==> src/design/tpg_pkg.sv <==
// constants, types and helpers for the dual channel test pattern generator
// assumes a 125 MHz core clock and registers reached over an apb slave
//
// How it works
// - pattern zero low sixteen bits from own register
// - pattern zero top byte from next register
// - pattern one low byte from mixed register
// - pattern one upper sixteen bits dedicated
// - ramp advances by step field plus one
// - select 0 or 1 gives fixed pattern zero
// - select 2 gives incrementing ramp
// - select 3 alternates patterns zero and one
// - enable set replaces data with pattern
// - enable clear sends real conversion result
// - channel a has its own control register
// - word carries 20 or 24 bits per lanes
package tpg_pkg;

    // ************************************************
    // register indices; byte address is four times these
    // ************************************************
    localparam logic [7:0] TPG_IDX_LANES = 8'h12; // lane layout
    localparam logic [7:0] TPG_IDX_A_CTL = 8'h13; // channel a control
    localparam logic [7:0] TPG_IDX_A_P0L = 8'h14; // chan_a_pattern0_low
    localparam logic [7:0] TPG_IDX_A_MIX = 8'h15; // chan_a_pattern_mixed
    localparam logic [7:0] TPG_IDX_A_P1H = 8'h16; // chan_a_pattern1_high
    localparam logic [7:0] TPG_IDX_B_CTL = 8'h18; // chan_b_pattern_control
    localparam logic [7:0] TPG_IDX_B_P0L = 8'h19; // chan_b_pattern0_low
    localparam logic [7:0] TPG_IDX_B_MIX = 8'h1A; // chan_b_pattern_mixed
    localparam logic [7:0] TPG_IDX_B_P1H = 8'h1B; // channel b pattern one high
    localparam logic [7:0] TPG_IDX_STAT = 8'h1E; // generator status

    // ************************************************
    // field positions and reset values
    // ************************************************
    localparam int TPG_EN_BIT = 1; // pattern enable
    localparam int TPG_SEL_LO = 2; // pattern select low bit
    localparam int TPG_STEP_LO = 4; // ramp step low bit
    localparam int TPG_WIDE_BIT = 1; // lanes bit picking 24 bit words
    localparam logic [2:0] TPG_LANES_RST = 3'h2; // two lanes, 24 bits
    localparam logic [15:0] TPG_REG_RST = 16'h0000; // every other register
    localparam logic [23:0] TPG_RAMP_RST = 24'h000000; // ramp start value

    // pattern select encodings
    typedef enum logic [1:0] {
        TPG_SEL_FIX0 = 2'b00,
        TPG_SEL_FIX0_ALSO = 2'b01,
        TPG_SEL_RAMP = 2'b10,
        TPG_SEL_ALT = 2'b11
    } tpg_sel_t;

    // byte address of a register index
    function automatic logic [11:0] tpg_byte_addr(input logic [7:0] idx);
        tpg_byte_addr = {2'b00, idx, 2'b00};
    endfunction : tpg_byte_addr

    // place a 24 bit value into the data slot of the word
    function automatic logic [23:0] tpg_slot(input logic wide, input logic [23:0] val);
        tpg_slot = wide ? val : {4'h0, val[19:0]};
    endfunction : tpg_slot

endpackage : tpg_pkg

==> src/design/tpg_chan.sv <==
// one channel of the test pattern generator
// assumes i_word_stb marks each output word of the serializer
`timescale 1ns/10ps
module tpg_chan
    import tpg_pkg::*;
(
    // clock and reset
    input wire logic i_core_clk,
    input wire logic i_rst_n,
    // word timing and layout
    input wire logic i_word_stb,
    input wire logic i_wide,
    // settings
    input wire logic i_enable,
    input wire tpg_sel_t i_select,
    input wire logic [3:0] i_step,
    input wire logic [23:0] i_pat0,
    input wire logic [23:0] i_pat1,
    // conversion result
    input wire logic [15:0] i_conv,
    // output word and state
    output logic [23:0] o_word,
    output logic o_phase
);

    // ************************************************
    // next values
    // ************************************************
    logic [23:0] ramp_reg; // running ramp value
    wire [23:0] ramp_next = ramp_reg + {20'h00000, i_step} + 24'h000001;
    wire is_ramp = i_enable & (i_select == TPG_SEL_RAMP);
    wire is_alt = i_enable & (i_select == TPG_SEL_ALT);
    // alternate picks pattern one on odd words
    wire [23:0] alt_word = o_phase ? i_pat1 : i_pat0;
    // select 0 and 1 both land on pattern zero
    wire [23:0] pat_word = is_ramp ? ramp_reg : (is_alt ? alt_word : i_pat0);
    // conversion result sits at the top of the slot
    wire [23:0] conv_word = i_wide ? {i_conv, 8'h00} : {4'h0, i_conv, 4'h0};
    wire [23:0] word_next = i_enable ? tpg_slot(i_wide, pat_word) : conv_word;

    // ************************************************
    // word register; all settings sampled at one edge
    // ************************************************
    always_ff @(posedge i_core_clk or negedge i_rst_n) begin
        if (!i_rst_n) begin
            o_word <= TPG_RAMP_RST;
            ramp_reg <= TPG_RAMP_RST;
            o_phase <= 1'b0;
        end else if (i_word_stb) begin
            o_word <= word_next;
            // ramp restarts from zero when left
            ramp_reg <= is_ramp ? ramp_next : TPG_RAMP_RST;
            o_phase <= is_alt & ~o_phase;
        end
    end

endmodule : tpg_chan

==> src/design/tpg_top.sv <==
// top of the dual channel test pattern generator
// holds the apb register file and both channel generators
// assumes apb signals and word strobe synchronous to i_core_clk
//
// Chosen here: the APB slave port.
`timescale 1ns/10ps
module tpg_top
    import tpg_pkg::*;
(
    // clock and reset
    input wire logic i_core_clk,
    input wire logic i_rst_n,
    // apb slave
    input wire logic i_psel,
    input wire logic i_penable,
    input wire logic i_pwrite,
    input wire logic [11:0] i_paddr,
    input wire logic [31:0] i_pwdata,
    output logic o_pready,
    output logic [31:0] o_prdata,
    output logic o_pslverr,
    // sample stream in
    input wire logic i_word_stb,
    input wire logic [15:0] i_conv_a,
    input wire logic [15:0] i_conv_b,
    // sample stream out
    output logic [23:0] o_word_a,
    output logic [23:0] o_word_b,
    output logic o_word_vld,
    output logic o_word_wide
);

    // ************************************************
    // register storage
    // ************************************************
    // lane layout field
    logic [2:0] lanes_reg;
    // channel a control fields
    logic [7:1] a_ctl_reg;
    // channel a pattern words
    logic [15:0] a_p0l_reg;
    logic [15:0] a_mix_reg;
    logic [15:0] a_p1h_reg;
    // channel b control fields
    logic [7:1] b_ctl_reg;
    // channel b pattern words
    logic [15:0] b_p0l_reg;
    logic [15:0] b_mix_reg;
    logic [15:0] b_p1h_reg;

    // ************************************************
    // apb handshake state
    // ************************************************
    // one wait state so read data comes from a flop
    logic pready_reg;
    logic [31:0] prdata_reg;
    logic pslverr_reg;

    // ************************************************
    // address decode
    // ************************************************
    wire hit_lanes = (i_paddr == tpg_byte_addr(TPG_IDX_LANES));
    wire hit_a_ctl = (i_paddr == tpg_byte_addr(TPG_IDX_A_CTL));
    wire hit_a_p0l = (i_paddr == tpg_byte_addr(TPG_IDX_A_P0L));
    wire hit_a_mix = (i_paddr == tpg_byte_addr(TPG_IDX_A_MIX));
    wire hit_a_p1h = (i_paddr == tpg_byte_addr(TPG_IDX_A_P1H));
    wire hit_b_ctl = (i_paddr == tpg_byte_addr(TPG_IDX_B_CTL));
    wire hit_b_p0l = (i_paddr == tpg_byte_addr(TPG_IDX_B_P0L));
    wire hit_b_mix = (i_paddr == tpg_byte_addr(TPG_IDX_B_MIX));
    wire hit_b_p1h = (i_paddr == tpg_byte_addr(TPG_IDX_B_P1H));
    wire hit_stat = (i_paddr == tpg_byte_addr(TPG_IDX_STAT));
    // any mapped register
    wire hit_any = hit_lanes | hit_a_ctl | hit_a_p0l | hit_a_mix | hit_a_p1h
                 | hit_b_ctl | hit_b_p0l | hit_b_mix | hit_b_p1h | hit_stat;

    // ************************************************
    // transfer phases
    // ************************************************
    // first access cycle: data gets prepared
    wire acc_first = i_psel & i_penable & ~pready_reg;
    // completing edge: the master sees pready high here
    wire acc_done = i_psel & i_penable & pready_reg;
    // a write lands only on the completing edge
    wire wr_en = acc_done & i_pwrite;
    // status is read only, writes to it are dropped
    wire wr_lanes = wr_en & hit_lanes;
    wire wr_a_ctl = wr_en & hit_a_ctl;
    wire wr_a_p0l = wr_en & hit_a_p0l;
    wire wr_a_mix = wr_en & hit_a_mix;
    wire wr_a_p1h = wr_en & hit_a_p1h;
    wire wr_b_ctl = wr_en & hit_b_ctl;
    wire wr_b_p0l = wr_en & hit_b_p0l;
    wire wr_b_mix = wr_en & hit_b_mix;
    wire wr_b_p1h = wr_en & hit_b_p1h;

    // ************************************************
    // channel state seen by software
    // ************************************************
    // alternate phase of each channel
    logic a_phase;
    logic b_phase;

    // ************************************************
    // read mux
    // ************************************************
    // reserved bits read back as zero
    wire [31:0] rd_lanes = {29'h0, lanes_reg};
    wire [31:0] rd_a_ctl = {24'h0, a_ctl_reg, 1'b0};
    wire [31:0] rd_b_ctl = {24'h0, b_ctl_reg, 1'b0};
    wire [31:0] rd_a_p0l = {16'h0, a_p0l_reg};
    wire [31:0] rd_a_mix = {16'h0, a_mix_reg};
    wire [31:0] rd_a_p1h = {16'h0, a_p1h_reg};
    wire [31:0] rd_b_p0l = {16'h0, b_p0l_reg};
    wire [31:0] rd_b_mix = {16'h0, b_mix_reg};
    wire [31:0] rd_b_p1h = {16'h0, b_p1h_reg};
    // status shows the live alternate phases
    wire [31:0] rd_stat = {30'h0, b_phase, a_phase};
    // one hot select; unmapped reads return zero
    wire [31:0] rd_data = ({32{hit_lanes}} & rd_lanes)
                        | ({32{hit_a_ctl}} & rd_a_ctl)
                        | ({32{hit_a_p0l}} & rd_a_p0l)
                        | ({32{hit_a_mix}} & rd_a_mix)
                        | ({32{hit_a_p1h}} & rd_a_p1h)
                        | ({32{hit_b_ctl}} & rd_b_ctl)
                        | ({32{hit_b_p0l}} & rd_b_p0l)
                        | ({32{hit_b_mix}} & rd_b_mix)
                        | ({32{hit_b_p1h}} & rd_b_p1h)
                        | ({32{hit_stat}} & rd_stat);

    // ************************************************
    // apb answer
    // ************************************************
    // pready rises one cycle into the access phase
    always_ff @(posedge i_core_clk or negedge i_rst_n) begin
        if (!i_rst_n) begin
            pready_reg <= 1'b0;
            prdata_reg <= 32'h00000000;
            pslverr_reg <= 1'b0;
        end else if (acc_first) begin
            pready_reg <= 1'b1;
            // read data held stable through the completing edge
            prdata_reg <= i_pwrite ? 32'h00000000 : rd_data;
            // unmapped address or write to status is an error
            pslverr_reg <= ~hit_any | (i_pwrite & hit_stat);
        end else begin
            // drops right after the completing edge
            pready_reg <= 1'b0;
            pslverr_reg <= 1'b0;
        end
    end

    // ************************************************
    // lane layout register
    // ************************************************
    // only the word width bit matters to this block
    always_ff @(posedge i_core_clk or negedge i_rst_n) begin
        if (!i_rst_n) begin
            lanes_reg <= TPG_LANES_RST;
        end else if (wr_lanes) begin
            lanes_reg <= i_pwdata[2:0];
        end
    end

    // ************************************************
    // channel a control
    // ************************************************
    // bit 0 and upper byte are reserved and not stored
    always_ff @(posedge i_core_clk or negedge i_rst_n) begin
        if (!i_rst_n) begin
            a_ctl_reg <= TPG_REG_RST[7:1];
        end else if (wr_a_ctl) begin
            a_ctl_reg <= i_pwdata[7:1];
        end
    end

    // ************************************************
    // channel a patterns
    // ************************************************
    always_ff @(posedge i_core_clk or negedge i_rst_n) begin
        if (!i_rst_n) begin
            a_p0l_reg <= TPG_REG_RST;
            a_mix_reg <= TPG_REG_RST;
            a_p1h_reg <= TPG_REG_RST;
        end else begin
            if (wr_a_p0l) begin
                a_p0l_reg <= i_pwdata[15:0];
            end
            if (wr_a_mix) begin
                a_mix_reg <= i_pwdata[15:0];
            end
            if (wr_a_p1h) begin
                a_p1h_reg <= i_pwdata[15:0];
            end
        end
    end

    // ************************************************
    // channel b control
    // ************************************************
    // reserved bits are never stored, so they read zero
    always_ff @(posedge i_core_clk or negedge i_rst_n) begin
        if (!i_rst_n) begin
            b_ctl_reg <= TPG_REG_RST[7:1];
        end else if (wr_b_ctl) begin
            b_ctl_reg <= i_pwdata[7:1];
        end
    end

    // ************************************************
    // channel b patterns
    // ************************************************
    always_ff @(posedge i_core_clk or negedge i_rst_n) begin
        if (!i_rst_n) begin
            b_p0l_reg <= TPG_REG_RST;
            b_mix_reg <= TPG_REG_RST;
            b_p1h_reg <= TPG_REG_RST;
        end else begin
            if (wr_b_p0l) begin
                b_p0l_reg <= i_pwdata[15:0];
            end
            if (wr_b_mix) begin
                b_mix_reg <= i_pwdata[15:0];
            end
            if (wr_b_p1h) begin
                b_p1h_reg <= i_pwdata[15:0];
            end
        end
    end

    // ************************************************
    // pattern assembly
    // ************************************************
    // pattern zero: top byte from the mixed register
    wire [23:0] a_pat0 = {a_mix_reg[7:0], a_p0l_reg};
    wire [23:0] b_pat0 = {b_mix_reg[7:0], b_p0l_reg};
    // pattern one: low byte from the mixed register
    wire [23:0] a_pat1 = {a_p1h_reg, a_mix_reg[15:8]};
    wire [23:0] b_pat1 = {b_p1h_reg, b_mix_reg[15:8]};

    // ************************************************
    // control field split
    // ************************************************
    // enable, select and step for each channel
    wire a_enable = a_ctl_reg[TPG_EN_BIT];
    wire b_enable = b_ctl_reg[TPG_EN_BIT];
    wire [1:0] a_sel_bits = a_ctl_reg[TPG_SEL_LO +: 2];
    wire [1:0] b_sel_bits = b_ctl_reg[TPG_SEL_LO +: 2];
    wire tpg_sel_t a_select = tpg_sel_t'(a_sel_bits);
    wire tpg_sel_t b_select = tpg_sel_t'(b_sel_bits);
    wire [3:0] a_step = a_ctl_reg[TPG_STEP_LO +: 4];
    wire [3:0] b_step = b_ctl_reg[TPG_STEP_LO +: 4];
    // 20 bit words when the width bit is clear
    wire word_wide = lanes_reg[TPG_WIDE_BIT];

    // ************************************************
    // channel generators
    // ************************************************
    // a write mid word only shows at the next strobe
    tpg_chan u_chan_a (
        .i_core_clk(i_core_clk),
        .i_rst_n(i_rst_n),
        .i_word_stb(i_word_stb),
        .i_wide(word_wide),
        .i_enable(a_enable),
        .i_select(a_select),
        .i_step(a_step),
        .i_pat0(a_pat0),
        .i_pat1(a_pat1),
        .i_conv(i_conv_a),
        .o_word(o_word_a),
        .o_phase(a_phase)
    );

    // channel b mirrors channel a with its own settings
    tpg_chan u_chan_b (
        .i_core_clk(i_core_clk),
        .i_rst_n(i_rst_n),
        .i_word_stb(i_word_stb),
        .i_wide(word_wide),
        .i_enable(b_enable),
        .i_select(b_select),
        .i_step(b_step),
        .i_pat0(b_pat0),
        .i_pat1(b_pat1),
        .i_conv(i_conv_b),
        .o_word(o_word_b),
        .o_phase(b_phase)
    );

    // ************************************************
    // stream flags
    // ************************************************
    // valid pulses with the word update; width follows it
    always_ff @(posedge i_core_clk or negedge i_rst_n) begin
        if (!i_rst_n) begin
            o_word_vld <= 1'b0;
            o_word_wide <= TPG_LANES_RST[TPG_WIDE_BIT];
        end else begin
            o_word_vld <= i_word_stb;
            if (i_word_stb) begin
                o_word_wide <= word_wide;
            end
        end
    end

    // ************************************************
    // output drive
    // ************************************************
    assign o_pready = pready_reg;
    assign o_prdata = prdata_reg;
    assign o_pslverr = pslverr_reg;

endmodule : tpg_top

==> config.mk <==
export PLATFORM = sky130hd
export DESIGN_NAME = tpg_top
export DESIGN_NICKNAME = d
export VERILOG_FILES = /design/src/design/tpg_pkg.sv /design/src/design/tpg_chan.sv /design/src/design/tpg_top.sv
export SDC_FILE = /design/constraint.sdc
export NUM_CORES = 1
export LEC_CHECK = 0
export BUFFER_PORTS_ARGS = -buffer_cell sky130_fd_sc_hd__buf_2
export CORE_MARGIN = 2
export CORE_UTILIZATION = 50
export DETAILED_ROUTE_END_ITERATION = 7
export GPL_TIMING_DRIVEN = 1
export PLACE_DENSITY_LB_ADDON = 0.08
export SYNTH_ARGS = -nofsm -noshare
export SYNTH_HDL_FRONTEND = slang
export SYNTH_SLANG_ARGS = --single-unit
==> constraint.sdc <==
create_clock -name i_core_clk -period 4.27 [get_ports i_core_clk]
set_clock_uncertainty 0.05 [all_clocks]
set_input_delay 0.2135 -clock i_core_clk [delete_from_list [all_inputs] [get_ports i_core_clk]]
set_output_delay 0.2135 -clock i_core_clk [all_outputs]
set_load 0.05 [all_outputs]
==> summary.txt, run 1 <==
Global routing
  – Gr usage total: 0.316
  – Initial antenna violation count: 0
  – Largest net degree at the start of global routing: 125
  – First-pass GRT wire length: 62.9 mm
  – Number of global-route vias before repair: about 10,000
  – Grt ovf: 0

Clock tree
  – Worst-Skew Late Latency: about 0.55 ns
  – Post-CTS Setup Repair Bufs: 0
  – H-tree lvl count: 1
  – Post-CTS Hold Buffers: 28
  – CTS Buf Count: 27
  – Clk slew on worst S/H paths: approximately 0.060 ns
  – # clock sinks: 231
  – Clk buf depth: 3
  – Post_cts resized: 0
  – Clk Tree Root Cell: clkbuf_16
  – CTS tree: built

Critical path
  – Startpoint Class: flip-flop
  – Crit Reg-Reg Endpoint: u_chan_b.ramp_reg[18]
  – Slowest stage delay, CP: about 0.48 ns
  – Worst reg2reg startpoint: b_ctl_reg[4]
  – Setup Crit Path Kind: flip-flop to flip-flop
  – Crit end category: flip-flop
  – Cell chain of the critical path: inv_1 > ha_1 > fa_1 > nor2b_1 > o21a_1 > o2111ai_1 > or3_1 > a21oi_1
  – Peak fanout along the critical path: 10
  – WP data arrival: between 3 and 4 ns
  – Crit-path slowest cell: or3_1
  – R2R depth: 8
  – Reg2reg setup slack: around 1.6 ns
  – CP required: ~4.7 ns

Placed design
  – Dpl cell area: between 10,000 and 15,000 µm²
  – HPWL Detailed: 29.7 mm
  – Pre-CTS setup slack: about 1.5 ns
  – Port Buffers: 133
  – Global placement routability congestion: roughly 0.97

Synth
  – Post-Synthesis Cells: between 1,000 and 1,500
  – Sequential-to-total area share from yosys stat: 0.465
  – Post-synth top cells: dfrtp_1, nand2_1, o21ai_0
  – Top-area cell type share of the netlist area: 0.461
  – Top post-synthesis cells by area: dfrtp_1, mux2_2, o21ai_0, nand2_1, mux2i_1
  – Most frequent cell after synthesis: dfrtp_1
  – Cell taking the most area after synthesis: dfrtp_1
  – Ys Warns: 0
  – Post-Syn Area: 12,400 µm²
  – Main flop type after synthesis: dfrtp_1
  – Mapped Avg Cell Area: approximately 10 µm²
  – Asr flop ratio synth: 1.00
  – Post-synthesis register bit count: roughly 230
  – EDFF count, synth: 0
  – Cell variety after synth: approximately 70

Power and ir drop
  – Register share of total power: 0.442
  – Pwr Density: 353 nW/µm²
  – Clk pwr share: 0.465
  – VDD IR max: 0.000337 V
  – Sw frac: 0.260
  – Combinational share of power: 0.093
  – Psw: 1320 µW
  – P_int: between 3000 and 4000 µW
  – Leakage power: 0.00624 µW

Drt
  – Highest metal used: met4
  – Met3 wire length: about 3.1 mm
  – DRT Wirelength: about 42 mm
  – Mean routed wirelength per cell: between 20 and 25 µm
  – Residual DRC: 0
  – DR WL met2: approximately 19 mm
  – DR pass1 iterations: 5
  – Vias per std cell: 6.28
  – Routed Antenna Nets: 0
  – Initial drt markers: 1,058
  – Met1 Wirelength: roughly 18 mm
  – Vias: roughly 11,000

Floorplan
  – Die Y-Extent: approximately 160 µm
  – Die width: 162 µm
  – Core area: around 24,000 µm²
  – # IOs: around 170
  – Die area: roughly 26,000 µm²
  – Initial core utilization: 0.510
  – Num rows: 57

Status
  – Outcome: completed

Final layout
  – Fillers: approximately 2,200
  – Area Overhead vs Synth: 15.9%
  – Area of the multi-input gates: 6070 µm²
  – Storage element area: 5780 µm²
  – Antenna cells: 0
  – Layout cell share with drive strength beyond 1: 0.232
  – # nets final: between 1,000 and 1,500
  – Fin area: around 14,000 µm²

STA
  – RSZ-0062 raised after global routing: false
  – Final setup TNS: 0 ns
  – Final worst setup slack: around 1.6 ns
  – Max Slew Vio Count: 0
  – Highest clock rate: approximately 370 MHz
  – Hold Fails Final Rpt: 0
  – Min Clock Period, post-route: ~2.7 ns
  – Relative max-transition margin: 0.278
  – Fin crit share: 0.626
  – Final setup vio count: 0
  – Worst slew pin tran: 1.08 ns

Min path
  – Hold Crit Start: i_pwdata[5]
  – WHS Endpoint: a_mix_reg[5]
  – Hold Crit Class: input pin to flip-flop
  – Hold Path Stages: 3

Flow run
  – MaxCap Viol Count: 0
[logic make-up (layout without fill, tap and decap cells)]
kind of cell             count (synthesis)  in the layout  synth area share
AO/OA/AOI/OAI                          365            365             0.193
AND/OR/NAND/NOR                        317            317             0.133
flip-flops                             231            231             0.465
multiplexers                           145            145             0.128
buffers and inverters                  144            269            0.0523
XOR/XNOR                                25             25            0.0176
adder cells (fa/ha/maj)                 10             10            0.0113
other                                    1             16          0.000301
[power groups by stage]
stage	combinational, µW	sequential, µW	clock, µW
floorplan	146	2410	0
global placement	447	2290	0
detailed placement	448	2290	0
CTS	470	2250	2380
global route	500	2250	2480
finish	471	2250	2370
[layout by cell type (no fill, tap or decap), drive strengths merged, types with 23 or more instances in the layout]
cell type / n
nor2: 50
dfrtp: 229
inv: 43
o22a: 25
dlygate4sd3: 28
clkbuf: 42
nand2: 133
a21oi: 53
o21ai: 120
mux2i: 34
a31oi: 45
o22ai: 23
mux2: 111
buf: 149
[per-stage QoR]
step	hold slack (ns)	std cells	total power, µW	util
2_1_floorplan	-0.132	1253	2560	-
3_3_place_gp	0.348	1624	2730	0.542
3_5_place_dp	0.346	1624	2740	0.542
4_1_cts	0.000662	1702	5100	0.591
5_1_grt	0.00220	1702	5230	0.591
6_report	0.00811	1702	5090	0.591
[routing by layer]
metal | track usage | up-vias
met2 | 0.493 | 493
met1 | 0.449 | 5338
li1 | - | 4770
met3 | 0.0470 | 89
met5 | 0 | -
met4 | 0.122 | 0
[cell type report]
type | count | share of cell area
clock buffers | 42 | 0.0563
multi-input cells | 878 | 0.421
repair buffers | 177 | 0.0757
well taps | 324 | 0.0281
clock inverters | 8 | 0.00668
flip-flops and latches | 231 | 0.401
inverters | 42 | 0.0109
[critical path: cells and delay by family, from the launching register on]
kind            cells  cell delay [ns]
compound gates      3             0.76
flops               1             0.43
fa+ha+maj           2             0.63
simple gates        2             0.64
buf+inv             1             0.07
[worst max-delay path by stage]
stage                     cells after the start          from               endpoint  slack (ns)
after floorplan                               4      o_pready           a_mix_reg[0]        2.08
after global placement                        5    i_paddr[2]           b_p1h_reg[5]        1.57
after detailed placement                      6    i_paddr[5]            o_prdata[7]        1.54
after CTS                                     8  b_ctl_reg[4]  u_chan_b.ramp_reg[18]        1.60
after global routing                          8  b_ctl_reg[4]  u_chan_b.ramp_reg[20]        1.46
final                                         8  b_ctl_reg[4]  u_chan_b.ramp_reg[18]        1.60
Power figures use the tool's default switching activity.
==> run 2, diff against run 1 <==
==> constraint.sdc (replaced) <==
create_clock -name i_core_clk -period 2.65 [get_ports i_core_clk]
set_clock_uncertainty 0.05 [all_clocks]
set_input_delay 0.1325 -clock i_core_clk [delete_from_list [all_inputs] [get_ports i_core_clk]]
set_output_delay 0.1325 -clock i_core_clk [all_outputs]
set_load 0.05 [all_outputs]
==> run 2 against run 1 <==
Effect of this change: register-to-register slack worse by 1.4 ns; largest cell class unchanged; routed wire length is 0.18% higher; fmax is 6.9% higher; critical endpoint is now u_chan_a.ramp_reg[18]; largest power group unchanged; non-clock buffer count is 40 higher; clock power is 74% higher; cell count is 2.2% higher; combinational power is 68% higher.
==> summary.txt, run 2 (synthesis gave the netlist of run 1 again) <==
Status
  – Outcome: completed (unchanged)

Placed design
  – Global placement routability congestion: 0.958 (was 0.968)
  – Port Buffers: 133 (unchanged)
  – Dpl cell area: 13,500 µm² (was 13,200 µm²)
  – HPWL Detailed: 30.5 mm (was 29.7 mm)

Final layout
  – Area Overhead vs Synth: 19.9% (was 15.9%)
  – Antenna cells: 0 (unchanged)
  – Commonest non-fill, non-tap cell in the layout: dfrtp_1 (unchanged)
  – # nets final: 1,488 (was 1,449)
  – Layout cell share with drive strength beyond 1: 0.249 (was 0.232)
  – Fin area: 14,900 µm² (was 14,400 µm²)
  – Most frequent cells in the layout: dfrtp_1, buf_2, nand2_1 (unchanged)

Clock tree
  – Post-CTS Setup Repair Bufs: 0 (unchanged)
  – Clk Tree Root Cell: clkbuf_16 (unchanged)
  – CTS tree: built (unchanged)
  – CTS Buf Count: 26 (was 27)
  – Clk buf depth: 3 (unchanged)
  – # clock sinks: 231 (unchanged)
  – H-tree lvl count: 1 (unchanged)
  – Post-CTS Hold Buffers: 38 (was 28)
  – Post_cts resized: 0 (unchanged)
  – Worst-Skew Late Latency: 0.54 ns (was 0.55 ns)
  – Clk slew on worst S/H paths: 0.06 ns (about the same)

Critical path
  – Reg2reg setup slack: 0.15 ns (was 1.60 ns)
  – WP data arrival: 2.91 ns (was 3.08 ns)
  – CP required: 3.06 ns (was 4.67 ns)
  – Setup Crit Path Kind: flip-flop to flip-flop (unchanged)
  – Startpoint Class: flip-flop (unchanged)
  – Crit end category: flip-flop (unchanged)
  – Peak fanout along the critical path: 8 (was 10)

Drt
  – DRT Wirelength: 41.6 mm (was 41.5 mm)
  – Initial drt markers: 1,358 (was 1,058)
  – DR pass1 iterations: 6 (was 5)
  – DR WL met2: 19.2 mm (was 19.0 mm)
  – Met1 Wirelength: 17.6 mm (was 17.7 mm)
  – Met3 wire length: 3.04 mm (was 3.14 mm)
  – Mean routed wirelength per cell: 23.9 µm (was 24.4 µm)
  – Vias: 10,800 (was 10,700)
  – Vias per std cell: 6.18 (was 6.28)
  – Residual DRC: 0 (unchanged)
  – Highest metal used: met4 (unchanged)
  – Routed Antenna Nets: 0 (unchanged)

Global routing
  – Largest net degree at the start of global routing: 95 (was 125)
  – Initial antenna violation count: 0 (unchanged)
  – Gr usage total: 0.318 (was 0.316)
  – Number of global-route vias before repair: 10,400 (was 10,100)
  – Grt ovf: 0 (unchanged)
  – First-pass GRT wire length: 63.7 mm (was 62.9 mm)

STA
  – Final setup vio count: 0 (unchanged)
  – Final setup TNS: 0 ns (unchanged)
  – Min Clock Period, post-route: 2.50 ns (was 2.67 ns)
  – Hold Fails Final Rpt: 0 (unchanged)
  – Relative max-transition margin: 0.458 (was 0.278)
  – Fin crit share: 0.944 (was 0.626)
  – Highest clock rate: 400 MHz (was 374 MHz)
  – RSZ-0062 raised after global routing: false (unchanged)
  – Max Slew Vio Count: 0 (unchanged)
  – Worst slew pin tran: 0.813 ns (was 1.08 ns)

Min path
  – Hold Crit Class: input pin to flip-flop (unchanged)

Flow run
  – MaxCap Viol Count: 0 (unchanged)

Floorplan
  – Num rows: 57 (unchanged)
  – Core area: 24,400 µm² (unchanged)
  – Die Y-Extent: 162 µm (unchanged)
  – Die area: 26,200 µm² (unchanged)
  – # IOs: 166 (unchanged)
  – Initial core utilization: 0.510 (unchanged)
  – Die width: 162 µm (unchanged)

Power and ir drop
  – Leakage power: 0.00650 µW (was 0.00624 µW)
  – VDD IR max: 0.000500 V (was 0.000337 V)
  – Pwr Density: 573 nW/µm² (was 353 nW/µm²)
[run 2: changes by cell type in the layout (fill, tap and decap cells not counted)]
cell / change
dlygate4sd3_1: +10
clkbuf_8: -1
inv_6: -1
clkbuf_1: -4
bufinv_16: +4
clkinvlp_4: -1
clkinv_2: +1
buf_12: +7
buf_4: +23
[run 2: area by class of cell]
class / instances / area, µm²
Inverter: 42 / 158
Tap cell: 324 / 405
Sequential cell: 231 / 5780
Fill cell: 2115 / 9480
Timing Repair Buffer: 217 / 1500
Clock buffer: 37 / 783
Multi-Input combinational cell: 878 / 6070
Clock inverter: 11 / 205
[run 2: path summary, 6_finish.rpt]
| kind | start | endpoint | cells past startpoint |
|---|---|---|---|
| max in group asynchronous | i_rst_n | o_word_wide | 3 |
| worst min-delay path | i_conv_a[4] | u_chan_a.o_word[8] | 4 |
| worst min register to register | o_prdata[7] | o_prdata[7] | 2 |
| worst max register to register | a_ctl_reg[4] | u_chan_a.ramp_reg[18] | 8 |
| worst max-delay path | a_ctl_reg[4] | u_chan_a.ramp_reg[18] | 8 |
| min in group asynchronous | i_rst_n | u_chan_b.ramp_reg[10] | 2 |
[run 2: through the flow]
step | hold slack (ns) | power [µW] | worst slack, ns | cells | utilization
2_1_floorplan | -0.213 | 4120 | 0.464 | 1253 | -
3_3_place_gp | 0.167 | 4430 | 0.253 | 1654 | 0.555
3_5_place_dp | 0.159 | 4430 | 0.192 | 1654 | 0.555
4_1_cts | 0.000352 | 8570 | 0.175 | 1740 | 0.611
5_1_grt | 0.0146 | 8760 | 0.0135 | 1740 | 0.611
6_report | 0.0130 | 8540 | 0.147 | 1740 | 0.611
[run 2: worst max-delay path, cell delays in order (launching register included)]
cell and delay [ns]:
dfrtp_1 0.38, inv_1 0.06, ha_1 0.23, fa_1 0.41, nor2b_1 0.16, o21a_1 0.33, o2111ai_1 0.28, or3_1 0.39
a21oi_1 0.14
[run 2: report_power, final]
group          internal, µW  switching [µW]  total, µW  leakage, µW
combinational           213             580        792      0.00292
clock                  2630            1500       4130     0.000491
sequential             3590            37.6       3620      0.00310
total                  6430            2110       8540      0.00650
[run 2: metal layers]
metal,vias up,track usage
li1,4835,-
met1,5365,0.442
met2,456,0.509
met3,102,0.0483
met4,0,0.118
met5,-,0
==> run 3, diff against run 2 <==
--- a/config.mk
+++ b/config.mk
@@ -6,11 +6,13 @@
 export NUM_CORES = 1
 export LEC_CHECK = 0
 export BUFFER_PORTS_ARGS = -buffer_cell sky130_fd_sc_hd__buf_2
+export CORE_ASPECT_RATIO = 0.6
 export CORE_MARGIN = 2
 export CORE_UTILIZATION = 50
 export DETAILED_ROUTE_END_ITERATION = 7
 export GPL_TIMING_DRIVEN = 1
 export PLACE_DENSITY_LB_ADDON = 0.08
+export REMOVE_ABC_BUFFERS = 1
 export SYNTH_ARGS = -nofsm -noshare
 export SYNTH_HDL_FRONTEND = slang
 export SYNTH_SLANG_ARGS = --single-unit
==> run 3 against run 2 <==
Effect of this change: setup slack gained 0.054 ns; cell area shrank 0.38%; first-iteration DRC count shrank 17%; largest cell class unchanged; routed wire length grew 0.24%; combinational power grew 2%; power shrank 8.3%.
==> summary.txt, run 3 (synthesis gave the netlist of run 1 again) <==
Clock tree
  – Clk Tree Root Cell: clkbuf_16 (unchanged)
  – # clock sinks: 231 (unchanged)
  – Post-CTS Setup Repair Bufs: 0 (unchanged)
  – Clk slew on worst S/H paths: 0.06 ns (about the same)
  – H-tree lvl count: 1 (unchanged)
  – Clk buf depth: 3 (unchanged)
  – CTS Buf Count: 24 (was 26)
  – Worst-Skew Late Latency: 0.54 ns (about the same)
  – CTS tree: built (unchanged)

Placed design
  – Port Buffers: 133 (unchanged)
  – HPWL Detailed: 31.1 mm (was 30.5 mm)
  – Global placement routability congestion: 0.962 (was 0.958)

STA
  – Worst slew pin tran: 0.848 ns (was 0.813 ns)
  – Max Slew Vio Count: 0 (unchanged)
  – Min Hold Slack: 0.0115 ns (was 0.0130 ns)
  – Final setup TNS: 0 ns (unchanged)
  – Min Clock Period, post-route: 2.45 ns (was 2.50 ns)
  – Hold Fails Final Rpt: 0 (unchanged)
  – RSZ-0062 raised after global routing: false (unchanged)
  – Final setup vio count: 0 (unchanged)
  – Highest clock rate: 408 MHz (was 400 MHz)
  – Fin crit share: 0.924 (was 0.944)
  – Relative max-transition margin: 0.420 (was 0.458)

Drt
  – DR pass1 iterations: 5 (was 6)
  – Vias per std cell: 6.22 (was 6.18)
  – Mean routed wirelength per cell: 23.7 µm (was 23.9 µm)
  – DRT Wirelength: 41.7 mm (was 41.6 mm)
  – Residual DRC: 0 (unchanged)
  – Vias: 10,900 (was 10,800)
  – Initial drt markers: 1,125 (was 1,358)
  – Routed Antenna Nets: 0 (unchanged)

Min path
  – Hold Crit Class: input pin to flip-flop (unchanged)

Critical path
  – Crit end category: flip-flop (unchanged)
  – WP data arrival: 2.82 ns (was 2.91 ns)
  – Startpoint Class: flip-flop (unchanged)
  – CP required: 3.02 ns (was 3.06 ns)
  – Peak fanout along the critical path: 11 (was 8)
  – Setup Crit Path Kind: flip-flop to flip-flop (unchanged)

Global routing
  – GR peak layer: met1 (was met2)
  – First-pass GRT wire length: 63.6 mm (was 63.7 mm)
  – Largest net degree at the start of global routing: 86 (was 95)
  – Initial antenna violation count: 1 (was 0)
  – M3 GR Usage: 0.0833 (was 0.0483)
  – Gr usage total: 0.317 (was 0.318)
  – M2 GR Usage: 0.404 (was 0.509)
  – Global routing usage on met1: 0.528 (was 0.442)
  – Grt ovf: 0 (unchanged)
  – Number of global-route vias before repair: 10,200 (was 10,400)

Final layout
  – Fillers: 2,093 (was 2,115)
  – # nets final: 1,511 (was 1,488)
  – Post-layout util: 0.610 (was 0.611)
  – Most frequent cells in the layout: dfrtp_1, buf_2, nand2_1 (unchanged)
  – Layout cell share with drive strength beyond 1: 0.251 (was 0.249)
  – Commonest non-fill, non-tap cell in the layout: dfrtp_1 (unchanged)
  – Antenna cells: 0 (unchanged)
  – Area Overhead vs Synth: 19.4% (was 19.9%)

Status
  – Outcome: completed (unchanged)

Power and ir drop
  – Leakage power: 0.00650 µW (about the same)
  – VDD IR max: 0.000413 V (was 0.000500 V)
  – Pwr Density: 528 nW/µm² (was 573 nW/µm²)

Floorplan
  – # IOs: 166 (unchanged)
  – Die area: 26,200 µm² (about the same)
  – Die Y-Extent: 126 µm (was 162 µm)
  – Die width: 208 µm (was 162 µm)
  – Core area: 24,300 µm² (was 24,400 µm²)
  – Initial core utilization: 0.511 (was 0.510)
  – Num rows: 44 (was 57)

Flow run
  – MaxCap Viol Count: 0 (unchanged)
-- run 3: changes by cell type in the layout (fill, tap and decap cells not counted), moves of 4 or more --
cell and delta:
buf_12 -6, buf_4 +21, bufinv_16 -5, clkbuf_1 +4
dlygate4sd3_1 +10
-- run 3: final timing paths --
check,slack (ns),to,cells after the start,startpoint
setup reg to reg,0.20,u_chan_a.ramp_reg[15],5,a_ctl_reg[7]
min in group asynchronous,0.14,u_chan_b.o_word[4],2,i_rst_n
hold reg to reg,0.45,u_chan_a.o_word[13],1,u_chan_a.o_word[13]
hold / removal,0.01,u_chan_a.o_word[13],4,i_conv_a[5]
setup / recovery,0.20,u_chan_a.ramp_reg[15],5,a_ctl_reg[7]
max in group asynchronous,1.49,b_p0l_reg[9],3,i_rst_n
-- run 3: layout make-up --
class | count | area (µm²) | share of cell area
Timing Repair Buffer | 242 | 1640 | 0.111
Clock inverter | 7 | 63.8 | 0.00430
Tap cell | 322 | 403 | 0.0271
Sequential cell | 231 | 5780 | 0.389
Inverter | 42 | 158 | 0.0106
Clock buffer | 37 | 721 | 0.0485
Multi-Input combinational cell | 878 | 6080 | 0.410
-- run 3: per-layer routing --
layer  vias to the layer above  routed length (µm)
met5                         -                   0
met3                        53                4270
li1                       4903                   -
met2                       494               15700
met4                         0                 658
met1                      5486               21100
-- run 3: worst max-delay path, cell delays in order (launching register included) --
cell	delay [ns]
dfrtp_1	0.42
ha_1	0.45
o21ai_0	0.31
a2111oi_0	0.83
xnor2_1	0.19
nor2_1	0.08
-- run 3: per-stage QoR --
| stage | setup WS (ns) | total power (µW) | instance area [µm²] | std cells |
|---|---|---|---|---|
| after global placement | 0.271 | 4420 | 13600 | 1667 |
| after floorplan | -0.158 | 4060 | 12000 | 1151 |
| after CTS | 0.142 | 7850 | 14800 | 1759 |
| final | 0.201 | 7840 | 14900 | 1759 |
| after global routing | 0.0695 | 8070 | 14900 | 1759 |
| after detailed placement | 0.199 | 4420 | 13600 | 1667 |
-- run 3: what timing repair did --
action,CTS,global route
gates resized for setup,0,2
hold buffers,48,0
hold endpoints to repair,209,0
setup endpoints to repair,0,4
-- run 3: power breakdown --
group / switching [µW] / internal [µW]
Clock: 1450 / 1970
Sequential: 32.2 / 3580
Combinational: 587 / 219
